==> src/common/rtcirq_pkg.sv <==
// package: register map, field positions, timing constants and carriers of the rtc irq block
package rtcirq_pkg;
   // register indices
   localparam logic [3:0] ADDR_INT_CLOCK_CONTROL = 4'hE;
   localparam logic [3:0] ADDR_STATUS_FLAG_CONTROL = 4'hF;
   // interrupt_clock_control fields
   localparam int C1_WEEKLY_ALARM_EN = 7;
   localparam int C1_DAILY_ALARM_EN = 6;
   localparam int C1_CLKOUT_EN_N_B = 4;
   localparam int C1_PERIODIC_SEL_LO = 0;
   // status_flag_control fields
   localparam int C2_OSC_STOP_FLAG = 5;
   localparam int C2_CLKOUT_EN_N_A = 3;
   localparam int C2_PERIODIC_FLAG = 2;
   localparam int C2_WEEKLY_ALARM_FLAG = 1;
   localparam int C2_DAILY_ALARM_FLAG = 0;
   // stored bits of status_flag_control (bit 5 reads the live stop flag)
   localparam logic [7:0] C2_STORE_MASK = 8'hDF;
   localparam logic [7:0] C1_RESET = 8'h00;
   localparam logic [7:0] C2_RESET = 8'h00;
   // periodic select codes
   localparam logic [2:0] PER_OFF = 3'h0;
   localparam logic [2:0] PER_LOW = 3'h1;
   localparam logic [2:0] PER_PULSE_2HZ = 3'h2;
   localparam logic [2:0] PER_PULSE_1HZ = 3'h3;
   localparam logic [2:0] PER_LEVEL_SEC = 3'h4;
   localparam logic [2:0] PER_LEVEL_MIN = 3'h5;
   localparam logic [2:0] PER_LEVEL_HOUR = 3'h6;
   localparam logic [2:0] PER_LEVEL_MONTH = 3'h7;
   // crystal chain timing
   localparam int XTAL_HZ = 32768;
   localparam int INC_DELAY_US = 92;
   localparam int INC_DELAY_TICKS = (INC_DELAY_US * XTAL_HZ) / 1000000;
   localparam int ADJ_PERIOD_S = 20;
   localparam int ADJ_MAX_US = 3784;
   localparam int ADJ_MAX_TICKS = (ADJ_MAX_US * XTAL_HZ) / 1000000;
   localparam logic signed [15:0] DIV_LAST = 16'sh7FFF;
   localparam logic signed [15:0] DIV_HALF = 16'sh4000;
   localparam int DIV_2HZ_BIT = 13;
   // carriers
   typedef struct packed {
      logic [3:0] addr;
      logic wr;
      logic [7:0] wdata;
   } rtcirq_reg_req_type;
   typedef struct packed {
      logic [7:0] sec;
      logic [7:0] min;
      logic [7:0] hour;
      logic [7:0] day;
      logic [2:0] wday;
   } rtcirq_time_type;
   typedef struct packed {
      logic [6:0] w_wday_mask;
      logic [7:0] w_hour;
      logic [7:0] w_min;
      logic [7:0] d_hour;
      logic [7:0] d_min;
   } rtcirq_alarm_type;
endpackage

==> src/rtl/rtcirq_core.sv <==
// alarm, periodic interrupt and 32 kHz clock output logic of the real-time clock
//
// Overview of operation
// - irq_out_n pulled low when current time matches an enabled alarm setting.
// - weekly alarm flag at status bit 1, enabled by control bit 7.
// - daily alarm flag at status bit 0, enabled by control bit 6.
// - periodic flag at status bit 2; select field bits 2..0, zero disables.
// - all enables and select zero keeps interrupt line released.
// - interrupt line low while any source asserts.
// - each alarm works only while its enable bit is one.
// - alarm flag reads state; writing one keeps it, zero clears it.
// - clearing a flag leaves the enables armed for the next match.
// - codes 000 off, 001 low, 010 2Hz, 011 1Hz square waves.
// - codes 1xx level mode: each second, minute, hour, month start.
// - level mode holds line low until software clears periodic flag.
// - pulse mode: second increments about 92 us after falling edge.
// - level mode falling edge coincides with second increment.
// - adjustment shifts the one second cycle every 20 seconds, bounded.
// - second counter write resets the sub-second divider, pulse goes low.
// - clock output runs when control pin high and an enable bit zero.
// - clock output static when disabled; low level chosen.
// - oscillation stop clears enables, select, clock enables and flags.
`timescale 1ns/100ps
`default_nettype none
module rtcirq_core (
   // clock and reset
   input wire logic clock,
   input wire logic arst_n,
   // register port
   input wire rtcirq_pkg::rtcirq_reg_req_type reg_req,
   output logic [7:0] reg_rdata,
   // time counters and alarm settings
   input wire rtcirq_pkg::rtcirq_time_type cur_time,
   input wire rtcirq_pkg::rtcirq_alarm_type alarm_set,
   input wire logic sec_write,
   output logic sec_inc,
   // oscillation
   input wire logic osc_stop_flag,
   input wire logic osc_adj_en,
   input wire logic signed [7:0] osc_adj_ticks,
   input wire logic xtal_pin,
   // pins
   input wire logic clkout_ctrl_pin,
   output logic crystal_clock_out,
   output logic irq_out_n_o,
   output logic irq_out_n_oe_n
);
   import rtcirq_pkg::*;

   typedef struct packed {
      logic [7:0] ctrl1;
      logic [7:0] ctrl2;
      logic [2:0] xtal_sync;
      logic xtal_lvl;
      logic [2:0] ctl_sync;
      logic ctl_lvl;
      logic signed [15:0] div;
      logic [1:0] inc_dly;
      logic inc_busy;
      logic [4:0] adj_sec;
      logic inc_q;
      logic inc_qq;
      logic wk_match;
      logic dy_match;
      logic osc_stop;
      logic wave_low;
      logic gate;
      logic clk_out;
      logic drive;
      logic [7:0] rdata;
   } rtcirq_state_type;

   rtcirq_state_type q;
   rtcirq_state_type d;

   // weekday mask lookup, wday 7 never hits
   function automatic logic wday_hit(input logic [6:0] mask, input logic [2:0] wday);
      logic hit;
      hit = 1'b0;
      for (int i = 0; i < 7; i++) begin
         if (wday == i[2:0]) begin
            hit = mask[i];
         end
      end
      return hit;
   endfunction

   // synchroniser: new level once stages two and three agree
   function automatic logic sync_settle(input logic [2:0] s, input logic lvl);
      return (s[1] == s[2]) ? s[2] : lvl;
   endfunction

   logic xtal_rise;
   logic wk_match;
   logic dy_match;
   logic lvl_event;
   logic wave_low;
   logic per_drive;
   logic osc_rise;
   logic signed [7:0] adj_lim;
   logic [2:0] sel;

   always_comb begin
      d = q;
      d.inc_q = 1'b0;
      d.inc_qq = q.inc_q;
      d.xtal_sync = {q.xtal_sync[1:0], xtal_pin};
      d.ctl_sync = {q.ctl_sync[1:0], clkout_ctrl_pin};
      d.xtal_lvl = sync_settle(q.xtal_sync, q.xtal_lvl);
      d.ctl_lvl = sync_settle(q.ctl_sync, q.ctl_lvl);
      xtal_rise = d.xtal_lvl && !q.xtal_lvl;
      sel = q.ctrl1[C1_PERIODIC_SEL_LO +: 3];
      // adjustment bounded so the shift never exceeds the documented span
      adj_lim = osc_adj_ticks;
      if (osc_adj_ticks > 8'(ADJ_MAX_TICKS)) begin
         adj_lim = 8'(ADJ_MAX_TICKS);
      end else if (osc_adj_ticks < -8'(ADJ_MAX_TICKS)) begin
         adj_lim = -8'(ADJ_MAX_TICKS);
      end

      // sub-second divider; wrap is the falling edge of both waves
      if (xtal_rise) begin
         if (q.div == DIV_LAST) begin
            d.div = 16'sh0000;
            d.inc_busy = 1'b1;
            d.inc_dly = 2'h0;
            if (q.adj_sec == 5'(ADJ_PERIOD_S - 1)) begin
               d.adj_sec = 5'h00;
               if (osc_adj_en) begin
                  d.div = -16'(adj_lim);
               end
            end else begin
               d.adj_sec = q.adj_sec + 5'h01;
            end
         end else begin
            d.div = q.div + 16'sh0001;
         end
         if (q.inc_busy) begin
            if (q.inc_dly == 2'(INC_DELAY_TICKS - 1)) begin
               d.inc_busy = 1'b0;
               d.inc_q = 1'b1;
            end else begin
               d.inc_dly = q.inc_dly + 2'h1;
            end
         end
      end
      if (sec_write) begin
         d.div = 16'sh0000;
         d.inc_busy = 1'b0;
         d.inc_dly = 2'h0;
      end

      // pulse waves low in the first half of each period
      if (sel == PER_PULSE_2HZ) begin
         wave_low = (d.div < 16'sh0000) || !d.div[DIV_2HZ_BIT];
      end else begin
         wave_low = d.div < DIV_HALF;
      end
      d.wave_low = wave_low;

      // counters have taken the increment by inc_qq
      lvl_event = 1'b0;
      if (q.inc_qq) begin
         unique case (sel)
            PER_LEVEL_SEC: lvl_event = 1'b1;
            PER_LEVEL_MIN: lvl_event = cur_time.sec == 8'h00;
            PER_LEVEL_HOUR: lvl_event = cur_time.sec == 8'h00 && cur_time.min == 8'h00;
            PER_LEVEL_MONTH: lvl_event = cur_time.sec == 8'h00 && cur_time.min == 8'h00
                                         && cur_time.hour == 8'h00 && cur_time.day == 8'h01;
            default: lvl_event = 1'b0;
         endcase
      end

      wk_match = q.ctrl1[C1_WEEKLY_ALARM_EN] && wday_hit(alarm_set.w_wday_mask, cur_time.wday)
                 && cur_time.hour == alarm_set.w_hour && cur_time.min == alarm_set.w_min;
      dy_match = q.ctrl1[C1_DAILY_ALARM_EN]
                 && cur_time.hour == alarm_set.d_hour && cur_time.min == alarm_set.d_min;
      d.wk_match = wk_match;
      d.dy_match = dy_match;

      // register writes; a status write never touches the interrupt_clock_control enables
      if (reg_req.wr && reg_req.addr == ADDR_INT_CLOCK_CONTROL) begin
         d.ctrl1 = reg_req.wdata;
      end
      if (reg_req.wr && reg_req.addr == ADDR_STATUS_FLAG_CONTROL) begin
         d.ctrl2 = reg_req.wdata & C2_STORE_MASK;
         // flags only clear on zero, a one keeps them
         d.ctrl2[2:0] = q.ctrl2[2:0] & reg_req.wdata[2:0];
      end
      // match edges set the flags, winning over a same-cycle clear
      if (wk_match && !q.wk_match) begin
         d.ctrl2[C2_WEEKLY_ALARM_FLAG] = 1'b1;
      end
      if (dy_match && !q.dy_match) begin
         d.ctrl2[C2_DAILY_ALARM_FLAG] = 1'b1;
      end
      // both waveform modes set the periodic flag at the falling edge
      if (lvl_event || ((sel == PER_PULSE_2HZ || sel == PER_PULSE_1HZ) && wave_low
                        && !q.wave_low)) begin
         d.ctrl2[C2_PERIODIC_FLAG] = 1'b1;
      end
      // stop event clears everything it owns
      d.osc_stop = osc_stop_flag;
      osc_rise = osc_stop_flag && !q.osc_stop;
      if (osc_rise) begin
         d.ctrl1 = C1_RESET;
         d.ctrl2 = C2_RESET;
      end

      // select field steers the periodic drive
      unique case (d.ctrl1[C1_PERIODIC_SEL_LO +: 3])
         PER_OFF: per_drive = 1'b0;
         PER_LOW: per_drive = 1'b1;
         PER_PULSE_2HZ, PER_PULSE_1HZ: per_drive = wave_low;
         // level mode follows the flag until software clears it
         default: per_drive = d.ctrl2[C2_PERIODIC_FLAG];
      endcase
      // wired-or of the negative-logic requests, idle when all off
      d.drive = (d.ctrl2[C2_WEEKLY_ALARM_FLAG] && d.ctrl1[C1_WEEKLY_ALARM_EN])
                || (d.ctrl2[C2_DAILY_ALARM_FLAG] && d.ctrl1[C1_DAILY_ALARM_EN]) || per_drive;

      // gate moves only in the low phase, so no runt pulses
      if (!q.xtal_lvl && !d.xtal_lvl) begin
         // pin high and either active-low enable at zero
         d.gate = q.ctl_lvl && (!q.ctrl1[C1_CLKOUT_EN_N_B] || !q.ctrl2[C2_CLKOUT_EN_N_A]);
      end
      d.clk_out = q.xtal_lvl && q.gate;

      // read data one cycle after the address; unmapped reads zero
      if (reg_req.addr == ADDR_INT_CLOCK_CONTROL) begin
         d.rdata = q.ctrl1;
      end else if (reg_req.addr == ADDR_STATUS_FLAG_CONTROL) begin
         d.rdata = q.ctrl2 | {2'h0, osc_stop_flag, 5'h00};
      end else begin
         d.rdata = 8'h00;
      end
   end

   always_ff @(posedge clock or negedge arst_n) begin
      if (!arst_n) begin
         q <= '0;
      end else begin
         q <= d;
      end
   end

   assign reg_rdata = q.rdata;
   assign sec_inc = q.inc_q;
   assign crystal_clock_out = q.clk_out;
   assign irq_out_n_o = 1'b0;
   assign irq_out_n_oe_n = !q.drive;
endmodule
`default_nettype wire

==> config.mk <==
export PLATFORM = sky130hd
export DESIGN_NAME = rtcirq_core
export DESIGN_NICKNAME = d
export VERILOG_FILES = /design/src/common/rtcirq_pkg.sv /design/src/rtl/rtcirq_core.sv
export SDC_FILE = /design/constraint.sdc
export NUM_CORES = 1
export LEC_CHECK = 0
export BUFFER_PORTS_ARGS = -buffer_cell sky130_fd_sc_hd__buf_2
export CORE_MARGIN = 1
export CORE_UTILIZATION = 56
export DETAILED_ROUTE_END_ITERATION = 10
export GPL_TIMING_DRIVEN = 0
export PLACE_DENSITY = 0.85
export RECOVER_POWER = 25
export SETUP_SLACK_MARGIN = 0.3
export SLEW_MARGIN = 20
export SYNTH_ARGS = -nofsm -noshare
export SYNTH_HDL_FRONTEND = slang
export SYNTH_SLANG_ARGS = --single-unit
==> constraint.sdc <==
create_clock -name clock -period 3.6 [get_ports clock]
set_input_delay 0.18 -clock clock [delete_from_list [all_inputs] [get_ports clock]]
set_output_delay 0.18 -clock clock [all_outputs]
set_load 0.01 [all_outputs]
==> impl_results.md <==
* Outcome: finished with violations
* Failing checks: capacitance limit, slew limit
* RSZ-0062 raised after global routing: false
* Hold depth at 3
* Synth Warn # at 0
* Total track usage at 27.1%
* Register area share after synthesis at 41.1%
* Max Slew Vio Count at 65
* Initial Util at 57.7%
* Net Count, Synth at 533
* Count of maximum capacitance violations at 1
* Clock-pin slew on the worst setup and hold paths at 0.07 ns
* CTS tree: yes
* Synth top area share at 41.1%
* Setup crit end kind: flip-flop
* Avg Synthesized Cell Area at 9.15 um2
* TNS Setup at 0 ns
* H-tree depth at 3
* CP Class: flip-flop to flip-flop
* Post-CTS Setup Bufs at 0
* FFs w/ async S/R, synth at 100%
* Final hold violations at 0
* DRC Markers at 0
* Area Overhead vs Synth at 22.5%
* Die height at 85.4 um
* Clk_lat worst skew at 0.35 ns
* Synth Instances at 426
* CTS root buf: clkbuf_8
* Max Clock Skew at 0.0130 ns
* Seq cells post-synth at 64
* Post-DR vias/cell at 5.87
* Tightest Pin Transition at 1.52 ns
* Final setup fails at 0
* First-pass GRT wire length at 15.6 mm
* Syn Std Cell Area at 0.00390 mm2
* Core Area at 0.00676 mm2
* Clock buffer count from CTS at 9
* # fillers at 538
* Die ar. at 0.00730 mm2
* Fin nets at 659
* Iter 0 DRT Violations at 242
* Rel. slew slack at -1.65%
* Gr ovfl total at 0
* Pwr dens at 328 mW/mm2
* Routed wire length per instance at 15.0 um
* Final wirelength at 9.55 mm
* Layout cell share with drive strength beyond 1 at 26.0%
* Number of synthesized flops with an enable pin at 0
* Fmax at 0.345 GHz
* Final GP Congestion at 0.894
* Top Ports at 114
* DP HPWL at 7.25 mm
* Minimum clock period at 2.90 ns
* Worst reg-to-reg path cell count at 8
* Die extent in x at 85.4 um
* Crit-path max FO at 10
* Final total power at 1.56 mW
* Initial antenna violation count at 0
* Antenna-violating nets left at 0
* Tightest Hold Check Type: primary input to flip-flop
* Top post-synthesis cells by area: dfrtp_1 (41%), mux2i_1 (5.7%), xor2_1 (5.4%)
* Largest net degree at the start of global routing at 65
* Critical Path RT at 3.80 ns
* Lkg Pwr at 2.19 nW
* Post-synth top flop: dfrtp_1
* Biggest area consumer among synthesized cells: dfrtp_1
* Clock sink count at 64
* Antenna diodes at 0
* Drt pass-1 iters at 7
* Clock Path Buffers at 2
* Crit start category: flip-flop
* Peak supply drop at 0.249 mV
* Buffers added on ports at 111
* Row cnt at 30
* Vias in the first global route at 3607
* Final worst-path cycle share at 80.6%
* Worst EP arrival at 3.10 ns
* Routed vias at 3741
* Number of distinct library cells after synthesis at 64
layout make-up:
type / count / area, um2 / area share [%]
multi-input combinational: 331 / 2130 / 44.7
sequential: 64 / 1600 / 33.6
timing repair buffer: 115 / 587 / 12.3
clock buffer: 11 / 131 / 2.75
buffer: 21 / 124 / 2.60
tap: 80 / 100 / 2.10
clock inverter: 5 / 57.6 / 1.21
inverter: 10 / 37.5 / 0.786
cells in the mapped netlist (5+ instances only):
master / n
nor3_1: 16
buf_4: 9
nand4_1: 6
dfrtp_1: 64
nand2_1: 30
nand3_1: 19
o21ai_0: 19
nor3b_1: 6
nand2b_1: 5
xnor2_1: 12
nor4_1: 17
clkbuf_1: 8
and2_1: 5
ha_1: 5
xor2_1: 24
a21oi_1: 22
inv_1: 10
a31oi_1: 5
nor2_1: 52
mux2i_1: 22
logic make-up (layout without fill, tap and decap cells):
logic type / after synthesis / after routing / synth area share (%)
AO/OA/AOI/OAI: 76 / 76 / 12.7
AND/OR/NAND/NOR: 188 / 188 / 25.8
flip-flops: 64 / 64 / 41.1
XOR/XNOR: 36 / 36 / 8.09
buffers and inverters: 31 / 162 / 4.14
multiplexers: 24 / 24 / 6.23
adder cells (fa/ha/maj): 6 / 6 / 1.86
other: 1 / 1 / 0.0962
cell usage in the layout, fill, tap and decap left out, types with 12 or more instances in the layout:
cell,instances
buf_2,106
dfrtp_1,64
nor2_1,52
nand2_1,30
xor2_1,24
a21oi_1,22
mux2i_1,22
o21ai_0,19
nand3_1,19
nor4_1,17
clkbuf_1,17
nor3_1,16
xnor2_1,12
what timing repair did:
action                                 CTS  global route
hold buffers                             4             0
gates resized for setup                  0             0
endpoints found under the hold margin   67             0
worst max-delay path: stages, from the launching register on:
cell and delay [ns]:
dfrtp_1 0.48, ha_1 0.34, nand4_1 0.18, nor4_2 0.87
o2111a_1 0.35, a211o_1 0.17, mux2i_1 0.09, nor2_1 0.14
o2111ai_1 0.14
power breakdown:
part	internal (mW)	total, mW	switching, mW
combinational	0.0967	0.216	0.119
sequential	0.737	0.751	0.0136
clock	0.319	0.598	0.279
state kept, by name (all words and copies together), names as in the netlist:
register,count
crystal_clock_out,1
d,4
q,50
reg_rdata,8
sec_inc,1
layer usage:
metal / global-route usage, % / vias up / share of wire, %
li1: - / 1800 / -
met1: 33.2 / 1773 / 42
met2: 47.1 / 149 / 50
met3: 5.54 / 19 / 6.3
met4: 10.6 / 0 / 1.6
met5: 0 / - / 0
metrics by stage:
| step | area, um2 | utilization (%) | hold slack, ns | worst slack, ns | instances |
|---|---|---|---|---|---|
| after floorplan | 3900 | - | -0.116 | 1.17 | 426 |
| after global placement | 4550 | 67.4 | 0.288 | 0.686 | 617 |
| after detailed placement | 4560 | 67.4 | 0.289 | 0.678 | 617 |
| after CTS | 4780 | 70.8 | 0.0874 | 0.720 | 637 |
| after global routing | 4770 | 70.6 | 0.100 | 0.520 | 637 |
| final | 4770 | 70.6 | 0.0990 | 0.699 | 637 |
worst paths after layout:
kind / start / to / slack [ns]
min in group asynchronous: arst_n / reg_rdata[1] / 0.75
min: reg_req[4] / q[53] / 0.1
max in group asynchronous: arst_n / q[36] / 1.94
max reg2reg: q[25] / q[8] / 0.70
min reg2reg: d[47] / d[48] / 0.36
max: q[25] / q[8] / 0.70
Power figures use the tool's default switching activity.
